[src/inc/cbb_pkg.sv]
package cbb_pkg;
  // Stream geometry
  localparam int CBB_DATA_W = 256;
  localparam int CBB_WORD_W = 32;
  localparam int CBB_MADDR_W = 20;
  // Header field positions (dword 0 at bits 31:0)
  localparam int CBB_FMT_HI = 31;
  localparam int CBB_FMT_LO = 29;
  localparam int CBB_TYPE_HI = 28;
  localparam int CBB_TYPE_LO = 24;
  localparam int CBB_LEN_HI = 9;
  localparam int CBB_LEN_LO = 0;
  localparam int CBB_REQID_LO = 48;
  localparam int CBB_TAG_LO = 40;
  localparam int CBB_FBE_LO = 32;
  localparam int CBB_CFGFN_LO = 80;
  localparam int CBB_CFGREG_LO = 66;
  localparam int CBB_ADDR_LO = 66;
  localparam int CBB_D3_LO = 96;
  localparam int CBB_D4_LO = 128;
  localparam int CBB_FUNC_BIT = 20;
  // Request type codes
  localparam logic [4:0] CBB_TYPE_MEM = 5'h00;
  localparam logic [4:0] CBB_TYPE_CFG0 = 5'h04;
  localparam logic [4:0] CBB_TYPE_MSG_HI = 5'h10;
  localparam logic [2:0] CBB_FMT_3DW_ND = 3'h0;
  localparam logic [2:0] CBB_FMT_4DW_ND = 3'h1;
  localparam logic [2:0] CBB_FMT_3DW_D = 3'h2;
  localparam logic [2:0] CBB_FMT_4DW_D = 3'h3;
  localparam logic [9:0] CBB_ONE_DW = 10'h001;
  // Completion status
  localparam logic [2:0] CBB_CPL_SC = 3'h0;
  localparam logic [2:0] CBB_CPL_UR = 3'h1;
  localparam logic [2:0] CBB_CPL_CA = 3'h4;
  localparam logic [2:0] CBB_CPL_FMT_D = 3'h2;
  localparam logic [2:0] CBB_CPL_FMT_ND = 3'h0;
  localparam logic [4:0] CBB_CPL_TYPE = 5'h0a;
  localparam logic [11:0] CBB_BYTES_DW = 12'h004;
  typedef enum logic [1:0] {
    CBB_K_CFGRD, CBB_K_CFGWR, CBB_K_MEMRD, CBB_K_MEMWR
  } cbb_kind_t;
endpackage : cbb_pkg

[src/cbb_bridge.sv]
`timescale 1ns/1ps
module cbb_bridge
  import cbb_pkg::*;
#(
  parameter int DATA_W = CBB_DATA_W // Stream width
) (
  input wire logic clock_in,                      // 40 MHz clock
  input wire logic rst_in,                        // Sync reset, high
  input wire logic clk_en_in,                     // Freezes state when low
  output logic rx_accept_ready_out,               // Ready for a request
  input wire logic rx_packet_first_in,            // Start of packet
  input wire logic rx_packet_last_in,             // End of packet
  input wire logic rx_beat_valid_in,              // Beat valid
  input wire logic [DATA_W-1:0] rx_beat_payload_in, // Request beat
  input wire logic tx_ready_in,                   // Transmit may proceed
  output logic tx_packet_first_out,               // Completion start
  output logic tx_packet_last_out,                // Completion end
  output logic tx_beat_valid_out,                 // Completion valid
  output logic [DATA_W-1:0] tx_beat_payload_out,  // Completion beat
  output logic [31:0] cfg_address_out,            // Config register address
  output logic cfg_read_enable_out,               // Config read
  output logic cfg_write_enable_out,              // Config write
  output logic [31:0] cfg_write_word_out,         // Config write value
  output logic [3:0] cfg_byte_enable_out,         // Config byte enables
  output logic cfg_resp_request_out,              // Ask for write status
  input wire logic cfg_read_word_valid_in,        // Config read answer
  input wire logic [31:0] cfg_read_word_in,       // Config read value
  input wire logic cfg_resp_valid_in,             // Write status valid
  input wire logic [2:0] cfg_resp_status_in,      // Write status
  output logic [CBB_MADDR_W-1:0] memmaster_address_out, // Byte address
  output logic second_function_select_out,        // Selects function 1
  output logic memmaster_write_strobe_out,        // Memory write
  output logic [31:0] memmaster_write_word_out,   // Memory write word
  output logic [3:0] memmaster_byte_enable_out,   // Memory byte enables
  output logic memmaster_read_strobe_out,         // Memory read
  input wire logic memmaster_read_word_valid_in,  // Memory read answer
  input wire logic [31:0] memmaster_read_word_in  // Memory read word
);
  // ==========================================================
  // Decode helpers
  // ==========================================================
  function automatic logic has_data(input logic [2:0] fmt);
    return fmt == CBB_FMT_3DW_D || fmt == CBB_FMT_4DW_D;
  endfunction : has_data

  function automatic logic is_msg(input logic [4:0] typ);
    return typ[4:3] == CBB_TYPE_MSG_HI[4:3];
  endfunction : is_msg

  typedef enum logic [2:0] {
    CBB_IDLE, CBB_HEAD, CBB_ACCESS, CBB_WAIT_FALL, CBB_SEND
  } cbb_state_t;

  cbb_state_t state_reg;
  cbb_kind_t kind_reg;
  logic [DATA_W-1:0] head_reg;
  logic bad_reg;
  logic [2:0] status_reg;
  logic [31:0] word_reg;
  logic answered_reg;
  logic [DATA_W-1:0] cpl_beat;

  logic [2:0] h_fmt;
  logic [4:0] h_type;
  logic [9:0] h_len;
  logic h_4dw;
  logic [31:0] h_addr;
  logic [31:0] h_wdata;
  assign h_fmt = head_reg[CBB_FMT_HI:CBB_FMT_LO];
  assign h_type = head_reg[CBB_TYPE_HI:CBB_TYPE_LO];
  assign h_len = head_reg[CBB_LEN_HI:CBB_LEN_LO];
  assign h_4dw = h_fmt[0];
  // Low address dword sits one dword later in a four dword header
  assign h_addr = h_4dw ? head_reg[CBB_D3_LO +: CBB_WORD_W]
                        : head_reg[CBB_D3_LO - CBB_WORD_W +: CBB_WORD_W];
  assign h_wdata = h_4dw ? head_reg[CBB_D4_LO +: CBB_WORD_W]
                         : head_reg[CBB_D3_LO +: CBB_WORD_W];

  cbb_cpl_build u_cpl (
    .req_id_in(head_reg[CBB_REQID_LO +: 16]),
    .tag_in(head_reg[CBB_TAG_LO +: 8]),
    .status_in(status_reg),
    .with_data_in(kind_reg == CBB_K_CFGRD || kind_reg == CBB_K_MEMRD),
    .word_in(word_reg),
    .beat_out(cpl_beat)
  );

  // ==========================================================
  // Request sequencer
  // ==========================================================
  always_ff @(posedge clock_in) begin
    if (rst_in) begin
      state_reg <= CBB_IDLE;
      kind_reg <= CBB_K_CFGRD;
      head_reg <= '0;
      bad_reg <= 1'b0;
      answered_reg <= 1'b0;
    end else if (clk_en_in) begin
      case (state_reg)
        CBB_IDLE: begin
          answered_reg <= 1'b0;
          if (rx_accept_ready_out && rx_beat_valid_in &&
              rx_packet_first_in) begin
            head_reg <= rx_beat_payload_in;
            state_reg <= CBB_HEAD;
          end
        end
        CBB_HEAD: begin
          // Commands go out only once the first-beat flag has fallen
          if (!rx_packet_first_in) begin
            state_reg <= CBB_ACCESS;
            if (h_type == CBB_TYPE_CFG0) begin
              kind_reg <= has_data(h_fmt) ? CBB_K_CFGWR : CBB_K_CFGRD;
              bad_reg <= h_len != CBB_ONE_DW ||
                         h_fmt == CBB_FMT_4DW_ND ||
                         h_fmt == CBB_FMT_4DW_D ||
                         head_reg[CBB_CFGFN_LO + 3 +: 5] != 5'h00;
            end else if (h_type == CBB_TYPE_MEM) begin
              kind_reg <= has_data(h_fmt) ? CBB_K_MEMWR : CBB_K_MEMRD;
              bad_reg <= h_len != CBB_ONE_DW;
              if (has_data(h_fmt) && h_len != CBB_ONE_DW)
                state_reg <= CBB_IDLE;
            end else begin
              // Messages and any other request are dropped
              state_reg <= CBB_IDLE;
            end
          end
        end
        CBB_ACCESS: begin
          if (bad_reg || kind_reg == CBB_K_MEMWR)
            state_reg <= kind_reg == CBB_K_MEMWR ? CBB_IDLE : CBB_SEND;
          else
            state_reg <= CBB_WAIT_FALL;
        end
        CBB_WAIT_FALL: begin
          // Answer is taken when its valid falls after having been seen
          if (cfg_read_word_valid_in || cfg_resp_valid_in ||
              memmaster_read_word_valid_in)
            answered_reg <= 1'b1;
          else if (answered_reg)
            state_reg <= CBB_SEND;
        end
        CBB_SEND: begin
          if (tx_beat_valid_out && tx_ready_in)
            state_reg <= CBB_IDLE;
        end
        default: state_reg <= CBB_IDLE;
      endcase
    end
  end

  // ==========================================================
  // Captured answer word and status
  // ==========================================================
  always_ff @(posedge clock_in) begin
    if (rst_in) begin
      word_reg <= '0;
      status_reg <= CBB_CPL_SC;
    end else if (clk_en_in) begin
      if (state_reg == CBB_ACCESS) begin
        word_reg <= '0;
        if (bad_reg)
          status_reg <= kind_reg == CBB_K_MEMRD ? CBB_CPL_CA
                                                : CBB_CPL_UR;
        else
          status_reg <= CBB_CPL_SC;
      end else if (state_reg == CBB_WAIT_FALL) begin
        if (cfg_read_word_valid_in)
          word_reg <= cfg_read_word_in;
        if (memmaster_read_word_valid_in)
          word_reg <= memmaster_read_word_in;
        if (cfg_resp_valid_in)
          status_reg <= cfg_resp_status_in;
      end
    end
  end

  // ==========================================================
  // Configuration and memory side outputs
  // ==========================================================
  always_ff @(posedge clock_in) begin
    if (rst_in) begin
      cfg_address_out <= '0;
      cfg_read_enable_out <= 1'b0;
      cfg_write_enable_out <= 1'b0;
      cfg_write_word_out <= '0;
      cfg_byte_enable_out <= '0;
      cfg_resp_request_out <= 1'b0;
      memmaster_address_out <= '0;
      second_function_select_out <= 1'b0;
      memmaster_write_strobe_out <= 1'b0;
      memmaster_write_word_out <= '0;
      memmaster_byte_enable_out <= '0;
      memmaster_read_strobe_out <= 1'b0;
    end else if (clk_en_in) begin
      cfg_read_enable_out <= 1'b0;
      cfg_write_enable_out <= 1'b0;
      cfg_resp_request_out <= 1'b0;
      memmaster_write_strobe_out <= 1'b0;
      memmaster_read_strobe_out <= 1'b0;
      if (state_reg == CBB_ACCESS && !bad_reg) begin
        case (kind_reg)
          CBB_K_CFGRD: begin
            cfg_read_enable_out <= 1'b1;
            cfg_address_out <= {head_reg[CBB_CFGFN_LO +: 8], 12'h000,
                                head_reg[CBB_CFGREG_LO +: 10], 2'b00};
            cfg_byte_enable_out <= head_reg[CBB_FBE_LO +: 4];
          end
          CBB_K_CFGWR: begin
            cfg_write_enable_out <= 1'b1;
            cfg_resp_request_out <= 1'b1;
            cfg_address_out <= {head_reg[CBB_CFGFN_LO +: 8], 12'h000,
                                head_reg[CBB_CFGREG_LO +: 10], 2'b00};
            cfg_write_word_out <= head_reg[CBB_D3_LO +: 32];
            cfg_byte_enable_out <= head_reg[CBB_FBE_LO +: 4];
          end
          CBB_K_MEMRD, CBB_K_MEMWR: begin
            memmaster_address_out <= h_addr[CBB_MADDR_W-1:0];
            second_function_select_out <=
              h_addr[CBB_FUNC_BIT];
            memmaster_byte_enable_out <= head_reg[CBB_FBE_LO +: 4];
            if (kind_reg == CBB_K_MEMWR) begin
              memmaster_write_strobe_out <= 1'b1;
              memmaster_write_word_out <= h_wdata;
            end else begin
              memmaster_read_strobe_out <= 1'b1;
            end
          end
          default: cfg_read_enable_out <= 1'b0;
        endcase
      end
    end
  end

  // ==========================================================
  // Receive ready and transmit
  // ==========================================================
  always_ff @(posedge clock_in) begin
    if (rst_in) begin
      rx_accept_ready_out <= 1'b0;
      tx_packet_first_out <= 1'b0;
      tx_packet_last_out <= 1'b0;
      tx_beat_valid_out <= 1'b0;
      tx_beat_payload_out <= '0;
    end else if (clk_en_in) begin
      // Ready only while idle: one request in flight, no buffering
      rx_accept_ready_out <= state_reg == CBB_IDLE &&
                             !(rx_accept_ready_out && rx_beat_valid_in &&
                               rx_packet_first_in);
      if (state_reg == CBB_SEND && !tx_beat_valid_out) begin
        tx_packet_first_out <= 1'b1;
        tx_packet_last_out <= 1'b1;
        tx_beat_valid_out <= 1'b1;
        tx_beat_payload_out <= cpl_beat;
      end else if (tx_beat_valid_out && tx_ready_in) begin
        tx_packet_first_out <= 1'b0;
        tx_packet_last_out <= 1'b0;
        tx_beat_valid_out <= 1'b0;
      end
    end
  end
endmodule : cbb_bridge

[src/cbb_cpl_build.sv]
`timescale 1ns/1ps
// Combinational completion header and payload builder.
module cbb_cpl_build
  import cbb_pkg::*;
(
  input wire logic [15:0] req_id_in,    // Requester id
  input wire logic [7:0] tag_in,        // Request tag
  input wire logic [2:0] status_in,     // Completion status
  input wire logic with_data_in,        // Completion carries a word
  input wire logic [31:0] word_in,      // Returned word
  output logic [CBB_DATA_W-1:0] beat_out // Completion beat
);
  always_comb begin
    beat_out = '0;
    beat_out[CBB_FMT_HI:CBB_FMT_LO] = with_data_in ? CBB_CPL_FMT_D
                                                  : CBB_CPL_FMT_ND;
    beat_out[CBB_TYPE_HI:CBB_TYPE_LO] = CBB_CPL_TYPE;
    beat_out[CBB_LEN_HI:CBB_LEN_LO] = with_data_in ? CBB_ONE_DW : 10'h000;
    beat_out[47:45] = status_in;
    beat_out[43:32] = CBB_BYTES_DW;
    beat_out[95:80] = req_id_in;
    beat_out[79:72] = tag_in;
    beat_out[CBB_D3_LO +: CBB_WORD_W] = word_in;
  end
endmodule : cbb_cpl_build

[config.mk]
export PLATFORM = sky130hd
export DESIGN_NAME = cbb_bridge
export DESIGN_NICKNAME = d
export VERILOG_FILES = /design/src/inc/cbb_pkg.sv /design/src/cbb_bridge.sv /design/src/cbb_cpl_build.sv
export SDC_FILE = /design/constraint.sdc
export NUM_CORES = 1
export LEC_CHECK = 0
export ABC_AREA = 1
export BUFFER_PORTS_ARGS = -buffer_cell sky130_fd_sc_hd__buf_2
export CELL_PAD_IN_SITES_DETAIL_PLACEMENT = 1
export CELL_PAD_IN_SITES_GLOBAL_PLACEMENT = 1
export CORE_AREA = 2 2 279 281
export CTS_BUF_LIST = sky130_fd_sc_hd__clkbuf_16
export DETAILED_ROUTE_END_ITERATION = 10
export DIE_AREA = 0 0 281 283
export PLACE_DENSITY_LB_ADDON = 0.1
export SLEW_MARGIN = 20
export SYNTH_ARGS = -nofsm -noshare
export SYNTH_HDL_FRONTEND = slang
export SYNTH_HIERARCHICAL = 1
export SYNTH_SLANG_ARGS = --single-unit
[constraint.sdc]
create_clock -name clock_in -period 4.1 [get_ports clock_in]
set_input_delay 0.205 -clock clock_in [delete_from_list [all_inputs] [get_ports clock_in]]
set_output_delay 0.205 -clock clock_in [all_outputs]
set_load 0.05 [all_outputs]
==> impl_metrics.env <==
export IMPL_status="finished, final reports clean"
export IMPL_critical_path_cell_chain="dlygate4sd3_1 -> buf_2 -> inv_1 -> nor2_1 -> inv_2 -> nor2_4 -> buf_4 -> buf_4 -> o21ai_0 -> nor2_1"
export IMPL_ff2ff_setup_slack_ps=1310
export IMPL_yosys_warnings=6
export IMPL_timing_hold_worst_path_depth=4
export IMPL_crit_path_end_kind="flip-flop"
export IMPL_timing_worst_slew_pin_value_ps=1040
export IMPL_critical_path_arrival_ps=3390
export IMPL_post_synth_top_count_cell="sky130_fd_sc_hd__nor2_1"
export IMPL_p_per_area_mw_per_mm2=506
export IMPL_worst_setup_hold_path_clk_slew_ps=60
export IMPL_area_growth_syn_to_layout_pct=26.3
export IMPL_commonest_register_cell_after_synthesis="sky130_fd_sc_hd__dfxtp_1"
export IMPL_postSynth_asyncResetShare=0
export IMPL_cts_root_buffer_cell="sky130_fd_sc_hd__clkbuf_16"
export IMPL_min_period_over_period=0.689
export IMPL_finalClockSkew_ps=28.6
export IMPL_worst_path_max_fanout=72
export IMPL_grt_start_max_net_pins=136
export IMPL_fmax_mhz=354
export IMPL_hold_path_endpoint="word_reg[3]"
export IMPL_mappedNetlistArea_mm2=0.0223
export IMPL_tritoncts_num_buffers=61
export IMPL_ys_top_cells_by_area="sky130_fd_sc_hd__dfxtp_1, sky130_fd_sc_hd__nor2_1, sky130_fd_sc_hd__o21ai_0"
export IMPL_r2r_start="state_reg[1]"
export IMPL_setup_violations=0
export IMPL_synthCells=2900
export IMPL_finalHoldViolCount=0
export IMPL_tritoncts="built"
export IMPL_floorplan_core_area_mm2=0.0767
export IMPL_ys_seq_area_frac=0.494
export IMPL_wl_um=77000
export IMPL_path_class="in -> reg"
export IMPL_slew_headroom=0.307
export IMPL_clock_latency_reported_for_the_late_side_of_the_worst_skew_pair_ps=640
export IMPL_vias_per_cell=4.33
export IMPL_finalInstanceArea_mm2=0.0281
export IMPL_largest_reg_flops=256
export IMPL_initialDrtViolationCount=834
export IMPL_cts_max_level=2
export IMPL_grt_util_all_layers=0.188
export IMPL_layout_min_cycle_time_ps=2830
export IMPL_ctsLongestPathBuffers=3
export IMPL_place_congestion=0.809
export IMPL_drt_drc_violations_left=0
export IMPL_synth_edf_count=0
export IMPL_hold_ws_ps=22.5
export IMPL_hold_path_class="in -> reg"
export IMPL_num_vias=19700
export IMPL_final_setup_tns_ps=0
export IMPL_remaining_overflow_grt=0
export IMPL_cts_setup_buffers=0
export IMPL_chip_width_um=281
export IMPL_dieHeight_um=283
export IMPL_number_of_clock_sinks=549
export IMPL_dpl_instance_area_mm2=0.0246
export IMPL_pin_count=723
export IMPL_synthDistinctLibCells=29
export IMPL_max_cap_viol_count=0
export IMPL_syn_area_per_cell_um2=7.68
export IMPL_antenna_left=0
export IMPL_antenna_found_initial=15
export IMPL_critPathMaxStageDelay_ps=710
export IMPL_post_drt_wl_per_cell_um=16.9
export IMPL_rr_worst_depth=9
export IMPL_synth_top_cell_by_area="sky130_fd_sc_hd__dfxtp_1"
export IMPL_port_buffer_count=585
export IMPL_place_detailed_hpwl_um=52200
export IMPL_final_layout_size_suffix_gt1_frac=0.209
export IMPL_leakage_nw=12.9
export IMPL_yosys_top_cells_count="sky130_fd_sc_hd__nor2_1, sky130_fd_sc_hd__dfxtp_1, sky130_fd_sc_hd__o21ai_0, sky130_fd_sc_hd__buf_4, sky130_fd_sc_hd__nand2_1"
export IMPL_post_synth_top_area_fraction=0.494
export IMPL_finish_net_count=3803
export IMPL_via_count_of_the_first_global_routing_pass=19900
export IMPL_grt_setup_unrepaired="false"
export IMPL_postSynthRegisterBits=549
export IMPL_worstHoldStart="cfg_read_word_in[3]"
export IMPL_regToRegEndpoint="cfg_write_word_out[6]"
export IMPL_floorplan_initialDensity=0.290
export IMPL_drt_pre_antenna_iters=5
export IMPL_maxSlewViolCount=0
export IMPL_worst_endpoint_required_ps=4660
export IMPL_dieArea_mm2=0.0795
export IMPL_row_count=102
export IMPL_crit_path_start_kind="primary input"
export IMPL_grt_pass1_wl_um=118000
export IMPL_crit_path_top_delay_cell="sky130_fd_sc_hd__buf_4"
export IMPL_max_vdd_ir_drop_mv=0.359
[placed cells by master, fill, tap and decap left out, types with 3 or more instances in the layout]
master                          instances
sky130_fd_sc_hd__nor2_1               990
sky130_fd_sc_hd__buf_2                585
sky130_fd_sc_hd__dfxtp_1              548
sky130_fd_sc_hd__o21ai_0              460
sky130_fd_sc_hd__conb_1               209
sky130_fd_sc_hd__nand2_1              196
sky130_fd_sc_hd__dlygate4sd3_1        158
sky130_fd_sc_hd__a21oi_1               63
sky130_fd_sc_hd__clkbuf_16             61
sky130_fd_sc_hd__nand3_1               42
sky130_fd_sc_hd__inv_1                 40
sky130_fd_sc_hd__mux2_2                32
sky130_fd_sc_hd__mux2i_1               32
sky130_fd_sc_hd__o21ai_1               18
sky130_fd_sc_hd__clkinv_1              17
sky130_fd_sc_hd__buf_4                 15
sky130_fd_sc_hd__diode_2                8
sky130_fd_sc_hd__bufinv_16              7
sky130_fd_sc_hd__buf_12                 6
sky130_fd_sc_hd__inv_2                  5
sky130_fd_sc_hd__nor2_4                 4
sky130_fd_sc_hd__clkinv_2               4
sky130_fd_sc_hd__inv_6                  3
sky130_fd_sc_hd__nor3_1                 3
[worst max path at each step]
| stage | to | start |
|---|---|---|
| after CTS | cfg_write_word_out[6] | state_reg[1] |
| after global placement | cfg_write_word_out[1] | state_reg[2] |
| after floorplan | head_reg[0] | rx_accept_ready_out |
| after detailed placement | cfg_write_word_out[6] | state_reg[1] |
| after global routing | head_reg[2] | clk_en_in |
| final | head_reg[2] | clk_en_in |
[per-stage QoR]
step                setup WS, ps  total power [mW]  utilization  instances
floorplan                   2480              8.23            -       3106
global placement            1290              8.82        0.321       4289
detailed placement          1190              8.88        0.321       4289
CTS                         1180              14.5        0.366       4554
global route                1020              14.9        0.366       4561
finish                      1270              14.2        0.366       4562
[where the power goes]
part	switching [mW]	total, mW	internal (mW)
Clock	2.25	5.35	3.10
Combinational	2.17	2.92	0.755
Sequential	0.216	5.94	5.73
[critical path, delay by kind of cell]
kind / cells / cell delay (ps)
buffers and inverters: 6 / 2490
and+or+nand+nor: 3 / 450
AOI/OAI and AO/OA: 1 / 200
[layout make-up]
class	instances	area (um2)
Fill cell	9530	48600
Sequential cell	549	11000
Multi-Input combinational cell	2060	9000
Timing Repair Buffer	764	4740
Clock buffer	61	1530
Tap cell	1040	1300
Clock inverter	46	375
Inverter	34	150
Antenna cell	8	20.0
[timing repair]
item,4_1_cts,5_1_grt
hold buffers,158,0
gates resized for setup,0,0
endpoints found under the hold margin,151,0
endpoints found under the setup margin,0,0
[metal layers]
layer	routed length (um)	GRT usage	share of wire	up-vias
li1	-	-	-	9904
met1	34700	0.238	0.45	9280
met2	35000	0.306	0.45	418
met3	4910	0.0516	0.064	130
met4	2310	0.0624	0.030	14
met5	81	0	0.0011	-
[kinds of logic after synthesis]
kind of cell | synth area share
multiplexers | 0.0306
flip-flops | 0.494
AND/OR/NAND/NOR | 0.214
other | 0.000506
AO/OA/AOI/OAI | 0.123
buffers and inverters | 0.137
Note: power is estimated with default switching activity, not from simulation.
